File: src/hw/fcmd_regs.svh
// Function
// - Host writes start operations; only reset aborts, suspend pauses
// - FF selects array read; 50 clears status
// - 90 selects identifier, 98 selects query reads
// - 70 selects status; next read returns status
// - Word program: 40 then address and data
// - Buffered program: E8, count-1, words, D0
// - Factory bulk program: 80, D0, then words
// - Block erase: 20 then D0 in block
// - B0 suspends running operation; D0 resumes it
// - 60 then 01 lock, D0 unlock, 2F lockdown
// - C0 then register address and data programs
// - 60 then 03 loads configuration from address
// - Blank check: BC then D0 in block
// - Extended function: EB, subcode, N-1, words, D0
// - Asynchronous page reads after reset; burst needs configuration
// - Four read states; array after reset
// - Wait held deasserted, polarity from configuration bit 10
// - Clock ignored by async reads; data after access
// - Page reads only from array with bit 15
// - Sixteen words sensed; low four bits select
// - Bad confirm sets status bits 4 and 5
// - Suspend sets ready plus suspended flag
`ifndef FCMD_REGS_SVH
`define FCMD_REGS_SVH
`define FCMD_AW 27
`define FCMD_CMD_RD_ARRAY 8'hFF
`define FCMD_CMD_RD_ID 8'h90
`define FCMD_CMD_RD_QUERY 8'h98
`define FCMD_CMD_RD_STATUS 8'h70
`define FCMD_CMD_CLR_STATUS 8'h50
`define FCMD_CMD_WORD_PROG 8'h40
`define FCMD_CMD_BUF_PROG 8'hE8
`define FCMD_CMD_BULK_PROG 8'h80
`define FCMD_CMD_ERASE 8'h20
`define FCMD_CMD_SUSPEND 8'hB0
`define FCMD_CMD_CONFIRM 8'hD0
`define FCMD_CMD_PROT_SETUP 8'h60
`define FCMD_CMD_LOCK 8'h01
`define FCMD_CMD_LOCKDOWN 8'h2F
`define FCMD_CMD_RCFG 8'h03
`define FCMD_CMD_OTP_PROG 8'hC0
`define FCMD_CMD_BLANK 8'hBC
`define FCMD_CMD_EXT_FUNC 8'hEB
`define FCMD_BUF_MAX_M1 16'h01FF
`define FCMD_SR_READY 7
`define FCMD_SR_ERASE_SUSP 6
`define FCMD_SR_ERASE_ERR 5
`define FCMD_SR_PROG_ERR 4
`define FCMD_SR_PROG_SUSP 2
`define FCMD_RCFG_PAGE 15
`define FCMD_RCFG_WAIT_POL 10
`define FCMD_RCFG_RST 16'h8000
`define FCMD_PAGE_WORDS 16
`endif

File: src/hw/fcmd_pkg.sv
`default_nettype none
`include "fcmd_regs.svh"
package fcmd_pkg;
  typedef enum logic [1:0] {
    FCMD_RS_ARRAY = 2'h0,
    FCMD_RS_ID = 2'h1,
    FCMD_RS_STATUS = 2'h2,
    FCMD_RS_QUERY = 2'h3
  } fcmd_rstate_type;
  typedef enum logic [2:0] {
    FCMD_S_IDLE = 3'h0,
    FCMD_S_SETUP = 3'h1,
    FCMD_S_COUNT = 3'h3,
    FCMD_S_DATA = 3'h2,
    FCMD_S_CONFIRM = 3'h6,
    FCMD_S_SUBOP = 3'h7,
    FCMD_S_BULK = 3'h5
  } fcmd_state_type;
  typedef enum logic [3:0] {
    FCMD_OP_NONE, FCMD_OP_WORD_PROG, FCMD_OP_BUF_WORD, FCMD_OP_BUF_PROG,
    FCMD_OP_BULK_START, FCMD_OP_BULK_WORD, FCMD_OP_ERASE, FCMD_OP_LOCK,
    FCMD_OP_UNLOCK, FCMD_OP_LOCKDOWN, FCMD_OP_OTP_PROG, FCMD_OP_BLANK,
    FCMD_OP_EXT_WORD, FCMD_OP_EXT_GO, FCMD_OP_SUSPEND, FCMD_OP_RESUME
  } fcmd_op_kind_type;
  typedef struct packed {
    logic wr;
    logic rd;
    logic [`FCMD_AW-1:0] addr;
    logic [15:0] data;
  } fcmd_bus_type;
  typedef struct packed {
    logic valid;
    fcmd_op_kind_type kind;
    logic [`FCMD_AW-1:0] addr;
    logic [15:0] data;
  } fcmd_op_type;
endpackage : fcmd_pkg
`default_nettype wire

File: src/hw/fcmd_page.sv
`default_nettype none
`include "fcmd_regs.svh"
module fcmd_page import fcmd_pkg::*; #(
  parameter int WORDS = `FCMD_PAGE_WORDS
) (
  input wire logic clk_i,
  input wire logic srst_i,
  input wire logic rd_i,
  input wire logic page_en_i,
  input wire logic inval_i,
  input wire logic [`FCMD_AW-1:0] addr_i,
  input wire logic [WORDS*16-1:0] page_i,
  output logic [15:0] word_o
);
  localparam int SEL_W = $clog2(WORDS);
  logic [15:0] buf_q [WORDS];
  logic [`FCMD_AW-SEL_W-1:0] tag_q;
  logic hit_valid_q;
  wire [SEL_W-1:0] sel = addr_i[SEL_W-1:0];
  wire [`FCMD_AW-SEL_W-1:0] tag = addr_i[`FCMD_AW-1:SEL_W];
  wire hit = page_en_i & hit_valid_q & (tag_q == tag);
  // Low address bits pick the word out of the sensed page
  assign word_o = hit ? buf_q[sel] : page_i[sel*16 +: 16];
  // Whole page is sensed at once on a miss
  always_ff @(posedge clk_i) begin
    if (srst_i | inval_i) begin
      hit_valid_q <= 1'b0;
    end else if (rd_i & ~hit) begin
      hit_valid_q <= page_en_i;
    end
  end
  always_ff @(posedge clk_i) begin
    if (rd_i & ~hit) begin
      tag_q <= tag;
      for (int i = 0; i < WORDS; i++) begin
        buf_q[i] <= page_i[i*16 +: 16];
      end
    end
  end
endmodule : fcmd_page
`default_nettype wire

File: src/hw/fcmd_core.sv
// Added by the designer: the plain strobed port and the register addresses.
`default_nettype none
`include "fcmd_regs.svh"
module fcmd_core import fcmd_pkg::*; #(
  parameter int BLK_LSB = 16
) (
  input wire logic clk_i,
  input wire logic srst_i,
  input wire fcmd_bus_type bus_i,
  input wire logic address_valid_strobe_n_i,
  input wire logic [15:0] info_word_i,
  input wire logic [`FCMD_PAGE_WORDS*16-1:0] array_page_i,
  input wire logic op_done_i,
  output logic [15:0] rdata_o,
  output logic rvalid_o,
  output logic wait_o,
  output fcmd_rstate_type rstate_o,
  output logic [7:0] status_o,
  output logic [15:0] read_configuration_o,
  output logic sync_burst_o,
  output fcmd_op_type op_o
);
  fcmd_state_type st_q, st_d;
  fcmd_rstate_type rs_q, rs_d;
  logic [7:0] setup_q, setup_d;
  logic [7:0] subop_q, subop_d;
  logic [8:0] cnt_q, cnt_d;
  logic [8:0] total_q, total_d;
  logic ext_q, ext_d;
  logic [`FCMD_AW-1:0] base_q, base_d;
  logic [`FCMD_AW-1:0] lat_q;
  logic [15:0] rcfg_q, rcfg_d;
  fcmd_op_type op_d, op_q;
  logic busy_q;
  logic run_erase_q;
  logic prog_susp_q;
  logic erase_susp_q;
  logic prog_err_q;
  logic erase_err_q;
  logic seq_err;
  logic start;
  logic start_erase;
  logic clr_sr;
  logic do_susp;
  logic do_resume;
  logic [15:0] rdata_q;
  logic rvalid_q;
  logic wait_q;
  logic burst_q;

  function automatic fcmd_op_type mk_op(input fcmd_op_kind_type kind,
                                        input logic [`FCMD_AW-1:0] addr,
                                        input logic [15:0] data);
    fcmd_op_type o;
    o.valid = 1'b1;
    o.kind = kind;
    o.addr = addr;
    o.data = data;
    return o;
  endfunction : mk_op

  wire [7:0] cmd = bus_i.data[7:0];
  wire wr = bus_i.wr;
  wire susp_any = prog_susp_q | erase_susp_q;
  // Algorithm still owns the array unless suspended
  wire run = busy_q & ~susp_any;
  wire cmd_is_read = (cmd == `FCMD_CMD_RD_ARRAY) | (cmd == `FCMD_CMD_RD_ID) |
                     (cmd == `FCMD_CMD_RD_QUERY) | (cmd == `FCMD_CMD_RD_STATUS);
  wire cmd_ok_busy = cmd_is_read | (cmd == `FCMD_CMD_SUSPEND) |
                     (cmd == `FCMD_CMD_CLR_STATUS);
  wire is_confirm = cmd == `FCMD_CMD_CONFIRM;
  wire same_block = bus_i.addr[`FCMD_AW-1:BLK_LSB] == base_q[`FCMD_AW-1:BLK_LSB];
  wire count_ok = bus_i.data <= `FCMD_BUF_MAX_M1;
  wire ready = ~busy_q | susp_any;
  wire [7:0] status = {ready, erase_susp_q, erase_err_q, prog_err_q,
                       1'b0, prog_susp_q, 2'b00};
  // Strobe high keeps the latched address; low lets it flow
  wire [`FCMD_AW-1:0] rd_addr = address_valid_strobe_n_i ? lat_q : bus_i.addr;
  wire array_rd = bus_i.rd & (rs_q == FCMD_RS_ARRAY);
  wire page_en = rcfg_q[`FCMD_RCFG_PAGE];
  wire [15:0] page_word;
  wire [15:0] rd_word = (rs_q == FCMD_RS_ARRAY) ? page_word :
                        (rs_q == FCMD_RS_STATUS) ? {8'h00, status} :
                        info_word_i;

  // Page buffer only serves array reads
  fcmd_page #(
    .WORDS(`FCMD_PAGE_WORDS)
  ) u_page (
    .clk_i(clk_i),
    .srst_i(srst_i),
    .rd_i(array_rd),
    .page_en_i(page_en),
    .inval_i(wr),
    .addr_i(rd_addr),
    .page_i(array_page_i),
    .word_o(page_word)
  );

  always_comb begin
    st_d = st_q;
    rs_d = rs_q;
    setup_d = setup_q;
    subop_d = subop_q;
    cnt_d = cnt_q;
    total_d = total_q;
    ext_d = ext_q;
    base_d = base_q;
    rcfg_d = rcfg_q;
    op_d = '0;
    seq_err = 1'b0;
    start = 1'b0;
    start_erase = 1'b0;
    clr_sr = 1'b0;
    do_susp = 1'b0;
    do_resume = 1'b0;
    if (wr) begin
      unique case (st_q)
        FCMD_S_IDLE: begin
          // Running algorithm accepts only reads, clear status and suspend
          if (~run | cmd_ok_busy) begin
            unique case (cmd)
              `FCMD_CMD_RD_ARRAY: rs_d = FCMD_RS_ARRAY;
              `FCMD_CMD_RD_ID: rs_d = FCMD_RS_ID;
              `FCMD_CMD_RD_QUERY: rs_d = FCMD_RS_QUERY;
              `FCMD_CMD_RD_STATUS: rs_d = FCMD_RS_STATUS;
              `FCMD_CMD_CLR_STATUS: clr_sr = 1'b1;
              `FCMD_CMD_SUSPEND: begin
                if (run) begin
                  do_susp = 1'b1;
                  rs_d = FCMD_RS_STATUS;
                  op_d = mk_op(FCMD_OP_SUSPEND, bus_i.addr, bus_i.data);
                end
              end
              `FCMD_CMD_CONFIRM: begin
                if (susp_any) begin
                  do_resume = 1'b1;
                  op_d = mk_op(FCMD_OP_RESUME, bus_i.addr, bus_i.data);
                end
              end
              `FCMD_CMD_WORD_PROG, `FCMD_CMD_ERASE, `FCMD_CMD_PROT_SETUP,
              `FCMD_CMD_OTP_PROG, `FCMD_CMD_BLANK, `FCMD_CMD_BULK_PROG: begin
                // Bulk block reference taken from the first cycle; op target from the second
                st_d = FCMD_S_SETUP;
                setup_d = cmd;
                base_d = bus_i.addr;
                rs_d = FCMD_RS_STATUS;
              end
              `FCMD_CMD_BUF_PROG: begin
                st_d = FCMD_S_COUNT;
                ext_d = 1'b0;
                base_d = bus_i.addr;
                rs_d = FCMD_RS_STATUS;
              end
              `FCMD_CMD_EXT_FUNC: begin
                st_d = FCMD_S_SUBOP;
                ext_d = 1'b1;
                base_d = bus_i.addr;
                rs_d = FCMD_RS_STATUS;
              end
              default: ;
            endcase
          end
        end
        FCMD_S_SETUP: begin
          st_d = FCMD_S_IDLE;
          unique case (setup_q)
            `FCMD_CMD_WORD_PROG: begin
              start = 1'b1;
              op_d = mk_op(FCMD_OP_WORD_PROG, bus_i.addr, bus_i.data);
            end
            `FCMD_CMD_OTP_PROG: begin
              start = 1'b1;
              op_d = mk_op(FCMD_OP_OTP_PROG, bus_i.addr, bus_i.data);
            end
            `FCMD_CMD_ERASE: begin
              if (is_confirm) begin
                start_erase = 1'b1;
                op_d = mk_op(FCMD_OP_ERASE, bus_i.addr, bus_i.data);
              end else begin
                seq_err = 1'b1;
              end
            end
            `FCMD_CMD_BLANK: begin
              if (is_confirm) begin
                start = 1'b1;
                op_d = mk_op(FCMD_OP_BLANK, bus_i.addr, bus_i.data);
              end else begin
                seq_err = 1'b1;
              end
            end
            `FCMD_CMD_BULK_PROG: begin
              if (is_confirm) begin
                start = 1'b1;
                st_d = FCMD_S_BULK;
                op_d = mk_op(FCMD_OP_BULK_START, bus_i.addr, bus_i.data);
              end else begin
                seq_err = 1'b1;
              end
            end
            `FCMD_CMD_PROT_SETUP: begin
              unique case (cmd)
                `FCMD_CMD_LOCK: op_d = mk_op(FCMD_OP_LOCK, bus_i.addr, bus_i.data);
                `FCMD_CMD_CONFIRM: op_d = mk_op(FCMD_OP_UNLOCK, bus_i.addr, bus_i.data);
                `FCMD_CMD_LOCKDOWN: op_d = mk_op(FCMD_OP_LOCKDOWN, bus_i.addr, bus_i.data);
                `FCMD_CMD_RCFG: begin
                  // New value rides on the address lines
                  rcfg_d = bus_i.addr[16:1];
                  rs_d = FCMD_RS_ARRAY;
                end
                default: seq_err = 1'b1;
              endcase
            end
            default: ;
          endcase
        end
        FCMD_S_SUBOP: begin
          subop_d = cmd;
          st_d = FCMD_S_COUNT;
        end
        FCMD_S_COUNT: begin
          // Counts beyond the buffer size are rejected
          if (count_ok) begin
            cnt_d = bus_i.data[8:0];
            total_d = bus_i.data[8:0];
            st_d = FCMD_S_DATA;
          end else begin
            seq_err = 1'b1;
          end
        end
        FCMD_S_DATA: begin
          op_d = mk_op(ext_q ? FCMD_OP_EXT_WORD : FCMD_OP_BUF_WORD,
                       bus_i.addr, bus_i.data);
          if (cnt_q == 9'h000) begin
            st_d = FCMD_S_CONFIRM;
          end else begin
            cnt_d = cnt_q - 9'h001;
          end
        end
        FCMD_S_CONFIRM: begin
          st_d = FCMD_S_IDLE;
          if (is_confirm) begin
            start = 1'b1;
            op_d = mk_op(ext_q ? FCMD_OP_EXT_GO : FCMD_OP_BUF_PROG, base_q,
                         ext_q ? {8'h00, subop_q} : {7'h00, total_q});
          end else begin
            seq_err = 1'b1;
          end
        end
        FCMD_S_BULK: begin
          // Leaving the block ends the stream of bulk words
          if (same_block) begin
            op_d = mk_op(FCMD_OP_BULK_WORD, bus_i.addr, bus_i.data);
          end else begin
            st_d = FCMD_S_IDLE;
          end
        end
        default: st_d = FCMD_S_IDLE;
      endcase
      if (seq_err) begin
        st_d = FCMD_S_IDLE;
        rs_d = FCMD_RS_STATUS;
      end
    end
  end

  always_ff @(posedge clk_i) begin
    if (srst_i) begin
      st_q <= FCMD_S_IDLE;
      rs_q <= FCMD_RS_ARRAY;
      rcfg_q <= `FCMD_RCFG_RST;
      op_q <= '0;
    end else begin
      st_q <= st_d;
      rs_q <= rs_d;
      rcfg_q <= rcfg_d;
      op_q <= op_d;
    end
  end

  always_ff @(posedge clk_i) begin
    if (srst_i) begin
      setup_q <= 8'h00;
      subop_q <= 8'h00;
      cnt_q <= 9'h000;
      total_q <= 9'h000;
      ext_q <= 1'b0;
      base_q <= '0;
      lat_q <= '0;
    end else begin
      setup_q <= setup_d;
      subop_q <= subop_d;
      cnt_q <= cnt_d;
      total_q <= total_d;
      ext_q <= ext_d;
      base_q <= base_d;
      if (~address_valid_strobe_n_i) begin
        lat_q <= bus_i.addr;
      end
    end
  end

  // Reset is the only abort; suspend leaves busy set
  always_ff @(posedge clk_i) begin
    if (srst_i) begin
      busy_q <= 1'b0;
      run_erase_q <= 1'b0;
    end else begin
      if (start | start_erase) begin
        busy_q <= 1'b1;
        run_erase_q <= start_erase;
      end else if (op_done_i & run) begin
        busy_q <= 1'b0;
      end
    end
  end

  always_ff @(posedge clk_i) begin
    if (srst_i) begin
      prog_susp_q <= 1'b0;
      erase_susp_q <= 1'b0;
    end else if (do_susp) begin
      prog_susp_q <= ~run_erase_q;
      erase_susp_q <= run_erase_q;
    end else if (do_resume) begin
      prog_susp_q <= 1'b0;
      erase_susp_q <= 1'b0;
    end
  end

  // A sequence error in the clearing cycle keeps its bits
  always_ff @(posedge clk_i) begin
    if (srst_i) begin
      prog_err_q <= 1'b0;
      erase_err_q <= 1'b0;
    end else begin
      prog_err_q <= seq_err | (prog_err_q & ~clr_sr);
      erase_err_q <= seq_err | (erase_err_q & ~clr_sr);
    end
  end

  // Data follows the read strobe by one cycle; no clock-timed burst
  always_ff @(posedge clk_i) begin
    if (srst_i) begin
      rdata_q <= 16'h0000;
      rvalid_q <= 1'b0;
      // Deasserted level for the reset configuration, so no false wait
      wait_q <= 1'b1;
      burst_q <= 1'b0;
    end else begin
      rvalid_q <= bus_i.rd;
      if (bus_i.rd) begin
        rdata_q <= rd_word;
      end
      wait_q <= ~rcfg_q[`FCMD_RCFG_WAIT_POL];
      burst_q <= ~rcfg_q[`FCMD_RCFG_PAGE];
    end
  end

  assign rdata_o = rdata_q;
  assign rvalid_o = rvalid_q;
  assign wait_o = wait_q;
  assign rstate_o = rs_q;
  assign read_configuration_o = rcfg_q;
  assign sync_burst_o = burst_q;
  assign op_o = op_q;
  // Status flops plus combined ready are registered here
  always_ff @(posedge clk_i) begin
    if (srst_i) begin
      status_o <= 8'h80;
    end else begin
      status_o <= status;
    end
  end
endmodule : fcmd_core
`default_nettype wire

File: config.mk
export PLATFORM = sky130hd
export DESIGN_NAME = fcmd_core
export DESIGN_NICKNAME = d
export VERILOG_FILES = /design/src/hw/fcmd_pkg.sv /design/src/hw/fcmd_page.sv /design/src/hw/fcmd_core.sv
export VERILOG_INCLUDE_DIRS = /design/src /design/src/hw
export SDC_FILE = /design/constraint.sdc
export NUM_CORES = 1
export LEC_CHECK = 0
export BUFFER_PORTS_ARGS = -buffer_cell sky130_fd_sc_hd__buf_2
export CAP_MARGIN = 20
export CORE_ASPECT_RATIO = 1.75
export CORE_MARGIN = 2
export CORE_UTILIZATION = 35
export DETAILED_ROUTE_END_ITERATION = 7
export MAX_ROUTING_LAYER = met4
export PLACE_DENSITY_LB_ADDON = 0.15
export SYNTH_ARGS = -nofsm -noshare
export SYNTH_HDL_FRONTEND = slang
export SYNTH_SLANG_ARGS = --single-unit
File: constraint.sdc
create_clock -name clk_i -period 10.9 [get_ports clk_i]
set_input_delay 1.09 -clock clk_i [delete_from_list [all_inputs] [get_ports clk_i]]
set_output_delay 1.09 -clock clk_i [all_outputs]
set_load 0.01 [all_outputs]
[After elaboration in Yosys (flattened, before gate mapping)]
Memories as Yosys holds them, arrays and structs flattened.
Cells that the tools add are included.
Storage, ports and cells
  bits in writable memories: 256
  flip-flop bits (word level): 215
  word-level logic and storage cells: 204
  memories: 1
  output and inout bits: 93
  bits of input ports: 321
Memories
  u_page.buf_q: depth 16, width 16, rd ports 1, clocked after Yosys merged registers in 0, wr ports 16, RTL line fcmd_page.sv:16  | logic [15:0] buf_q [WORDS];
Cells by class
  reductions and logical operators: 25
  $add $sub $neg: 1
  shift operators: 1
  bitwise operators: 29
  magnitude comparators: 1
  equal/unequal tests: 44
  mux-type cells: 74
Operators by type and width (count)
  48-bit two-way mux: 8
  48-bit case mux with 6 select lines: 1
  256-bit by 9-bit indexed part select with 16-bit output: 1
  48-bit case mux with 5 select lines: 1
  48-bit case mux with 3 select lines: 1
  8-bit equality test (second input constant): 13
  48-bit case mux with 2 select lines: 1
  8-bit by 7-bit equality test with 1-bit output (second input constant): 6
  16-bit two-way mux: 3
  1-bit two-way mux: 31
  27-bit two-way mux: 1
  9-bit two-way mux: 3
  8-bit by 6-bit equality test with 1-bit output (second input constant): 3
  23-bit equality test: 1
  3-bit two-way mux: 7
  4-bit AND reduction: 5
  3-bit != test (second input constant): 6
  3-bit case mux with 6 select lines: 1
  9-bit case mux with 2 select lines: 1
  16-bit by 9-bit <= comparator with 1-bit output (second input constant): 1
  1-bit OR: 12
  11-bit equality test: 1
  2-bit two-way mux: 5
  2-bit case mux with 5 select lines: 1
  other kinds (33): 61

[Depth between registers and ports, before layout]
  word-level depth: 13
  mapped depth: 13
  gate-level depth less buffers: 9

[Hierarchy]
From an unflattened synthesis, not the netlist that was laid out.
Unflattened totals
  cell total of the unflattened synthesis: 1635
  area, all modules: 21242.9 um2
Modules (own cells, without submodules)
  fcmd_page: seq. area each 8398.1 um2, area each 13091.3 um2, instances 1, cells each 735
  fcmd_core: seq. area each 3763.6 um2, area each 8151.6 um2, instances 1, cells each 900

[Worst setup path after synthesis]
Ideal clock, no wire load.
  path kind: input -> register
  start: input port address_valid_strobe_n_i
  end: memory u_page.buf_q[0][0] (enable)
  cell stages on the path: 9
  arrival time: 8.882 ns
  setup time: 0.677 ns
  path slack: 1.341 ns
  path buffers: 3
  required time: 10.223 ns
  cells stage by stage: buf_2 buf_6 buf_4 mux2i_1 xnor2_1 nor4_1 nand4_1 o21a_1 and2_1
RTL lines
  from (decl): RTL line fcmd_core.sv:10  | input wire logic address_valid_strobe_n_i,
  to (decl): RTL line fcmd_page.sv:16

==> flow_metrics.tcl <==
set metrics [dict create \
    outcome "finished clean" \
    grt_max_degree 221 \
    grt_antenna_before_repair 34 \
    firstDrtPassIters 5 \
    fill_cells 5886 \
    hold_start "read_configuration_o[10]" \
    viasPerCell 5.31 \
    clk_latency_ns 0.61 \
    synth_area_leader_cell "edfxtp_1" \
    die_width_um 191 \
    intPower_mw 3.15 \
    grt_pass1_vias 17900 \
    drive_gt1_frac 0.211 \
    synthXorXnorAreaFrac 0.0144 \
    dieArea_um2 62900 \
    hp-class "flop to flop" \
    ys.flop_type "edfxtp_1" \
    setup_viol_count_final 0 \
    setup_tns_ns 0 \
    p_total_mw 4.26 \
    cts_sinks 468 \
    synth_top_family_by_area "simple AND/OR/NAND/NOR gates" \
    initial_core_util 0.354 \
    yosysWarningCount 0 \
    core_um2 60200 \
    cp-end-kind "flop" \
    synth.top_cell.area_share 0.393 \
    drt-initial-drc-count 1226 \
    avgSynthCellArea_um2 9.64 \
    p_clk_frac 0.404 \
    h-tree-depth 2 \
    cts-root-buf "clkbuf_16" \
    period_needed_ns 4.62 \
    cap_violations 0 \
    fin_nets 2866 \
    clock_path_buffers 3 \
    vias 18100 \
    synthTopCellsByCount "601 x nand2_1, 279 x edfxtp_1, 256 x nand3_1" \
    cp-startpoint "address_valid_strobe_n_i" \
    ioPinCount 414 \
    gr-total-overflow 0 \
    syn_area_um2 21300 \
    placed_area_um2 24000 \
    power_switching_mw 1.11 \
    critPathArrivalTime_ns 4.84 \
    drc 0 \
    seq_power_share 0.471 \
    final_max_slew_viol_count 0 \
    post_cts_resized 0 \
    holdWs_ns 0.416 \
    critical_path.max_fanout 73 \
    synth_compound_area_frac 0.102 \
    r2r_cells 8 \
    avgRoutedWirePerCell_um 22.6 \
    synth-edff-count 279 \
    p_leak_nw 10.3 \
    fin_worst_skew_ns 0.0246 \
    cts_tree "built" \
    crit_type "input pin to flop" \
    cts_buffers 47 \
    dpl.cell_count 3280 \
    pwr-share-comb 0.125 \
    stdcell_area_um2 25800 \
    yosysMostFrequentCell "nand2_1" \
    synth-simple-area-share 0.218 \
    gp_congestion 0.921 \
    stdcell_count 3402 \
    grt.total_usage 0.248 \
    slowest_stage "and2_4" \
    period_share 0.423 \
    worst_pin_slew_ns 1.16 \
    critPathMaxStageDelay_ns 0.85 \
    grt_pass1_wl_um 113000 \
    postRouteAntennaNets 0 \
    hold_depth 1 \
    cts_setup_buffers 0 \
    ir_drop_mv 0.133 \
    relSlewSlack 0.224 \
    area_growth_pct 20.9 \
    synth_mux_area_frac 0.0566 \
    cts_hold_buf 0 \
    crit_top_cell "buf_4" \
    clkTransAtPathRegs_ns 0.06 \
    max_freq_ghz 0.217 \
    yosys-top-cells-area "edfxtp_1 39%, dfxtp_1 18%, nand2_1 11%" \
    rows 119 \
    synthCells 2210 \
    ys_seq_elements 468 \
    cp.required_ns 11.13 \
    power_density_nw_per_um2 165 \
    start_kind "input pin" \
    die_h_um 330 \
    hpwl_um 54500 \
    ys_seq_area_frac 0.571 \
    rsz0062_at_grt "false" \
    timing.rr.start "lat_q[16]" \
    power.share.switching 0.261 \
    crit_chain "buf_2 -> buf_16 -> mux2i_1 -> xnor2_1 -> nor4_1 -> nand4_1 -> o21a_1 -> buf_4 -> and2_4 -> buf_4" \
    synthAdderAreaFrac 0.000587 \
    async_reset_ff_frac 0 \
    synth_cell_types 70 \
    routed_wl_um 77000 \
    io_buffers 410 \
    hold_viol_final 0 \
]
==> layout by cell type, fill, tap and decap left out, drive strengths merged, types with 25 or more instances in the layout <==
master and n:
inv 38, edfxtp 279, dfxtp 189, mux2i 107, nand3 256, a22o 28, a21oi 103, buf 440
clkbuf 70, nand2 601, diode 35, nor2 101, nor3 25, o21ai 44, a31oi 35
==> layer usage <==
| metal | track usage | part of all wire |
|---|---|---|
| met5 | - | 0 |
| met4 | 0.105 | 0.046 |
| met3 | 0.0634 | 0.079 |
| met2 | 0.442 | 0.52 |
| met1 | 0.256 | 0.36 |
==> worst max-delay path, delay by kind of cell <==
family | cells | cell delay, ns
XOR/XNOR | 1 | 0.16
AND/OR/NAND/NOR | 3 | 1.13
multiplexers | 1 | 0.34
AO/OA/AOI/OAI | 1 | 0.15
buffers and inverters | 4 | 1.78
==> flip-flops by register name, indices dropped and copies added (netlist names), 2 cells and up <==
signal and count:
u_page.buf_q 256, op_o 48, base_q 27, lat_q 27, u_page.tag_q 23, rdata_o 16
read_configuration_o 16, cnt_q 9, total_q 9, setup_q 8, subop_q 8, status_o 5
st_q 3, rstate_o 2
==> final timing paths <==
path	to	slack (ns)
setup reg to reg	u_page.buf_q[1][5]	7.32
hold reg to reg	wait_o	0.42
hold / removal	wait_o	0.42
setup / recovery	u_page.buf_q[1][5]	6.28
==> stage by stage <==
step | worst slack, ns | utilization
final | 6.28 | 0.428
after CTS | 6.08 | 0.426
after global placement | 5.50 | 0.399
after detailed placement | 5.42 | 0.399
after floorplan | 1.34 | -
after global routing | 5.97 | 0.428
==> layout make-up <==
cell class | count | area (µm²) | area share
well taps | 786 | 983 | 0.0382
inverters | 35 | 131 | 0.00510
clock buffers | 70 | 1420 | 0.0550
flip-flops and latches | 468 | 12200 | 0.472
clock inverters | 16 | 200 | 0.00777
repair buffers | 440 | 2320 | 0.0902
multi-input cells | 1552 | 8450 | 0.328
diodes | 35 | 87.6 | 0.00340
==> power by group through the flow <==
stage	registers (mW)	logic, mW	clock network (mW)
floorplan	2.05	0.296	0
global placement	2.04	0.529	0
detailed placement	2.04	0.535	0
CTS	2.00	0.537	1.77
global route	2.01	0.581	1.82
finish	2.00	0.533	1.72
==> kinds of logic (layout without fill, tap and decap cells) <==
group                    count (synthesis)  count (layout)
adder cells (fa/ha/maj)                  1               1
AND/OR/NAND/NOR                       1068            1068
other                                    1              38
multiplexers                           119             119
flip-flops                             468             468
AO/OA/AOI/OAI                          326             326
XOR/XNOR                                35              35
buffers and inverters                  192             561
Power figures use the tool's default switching activity.
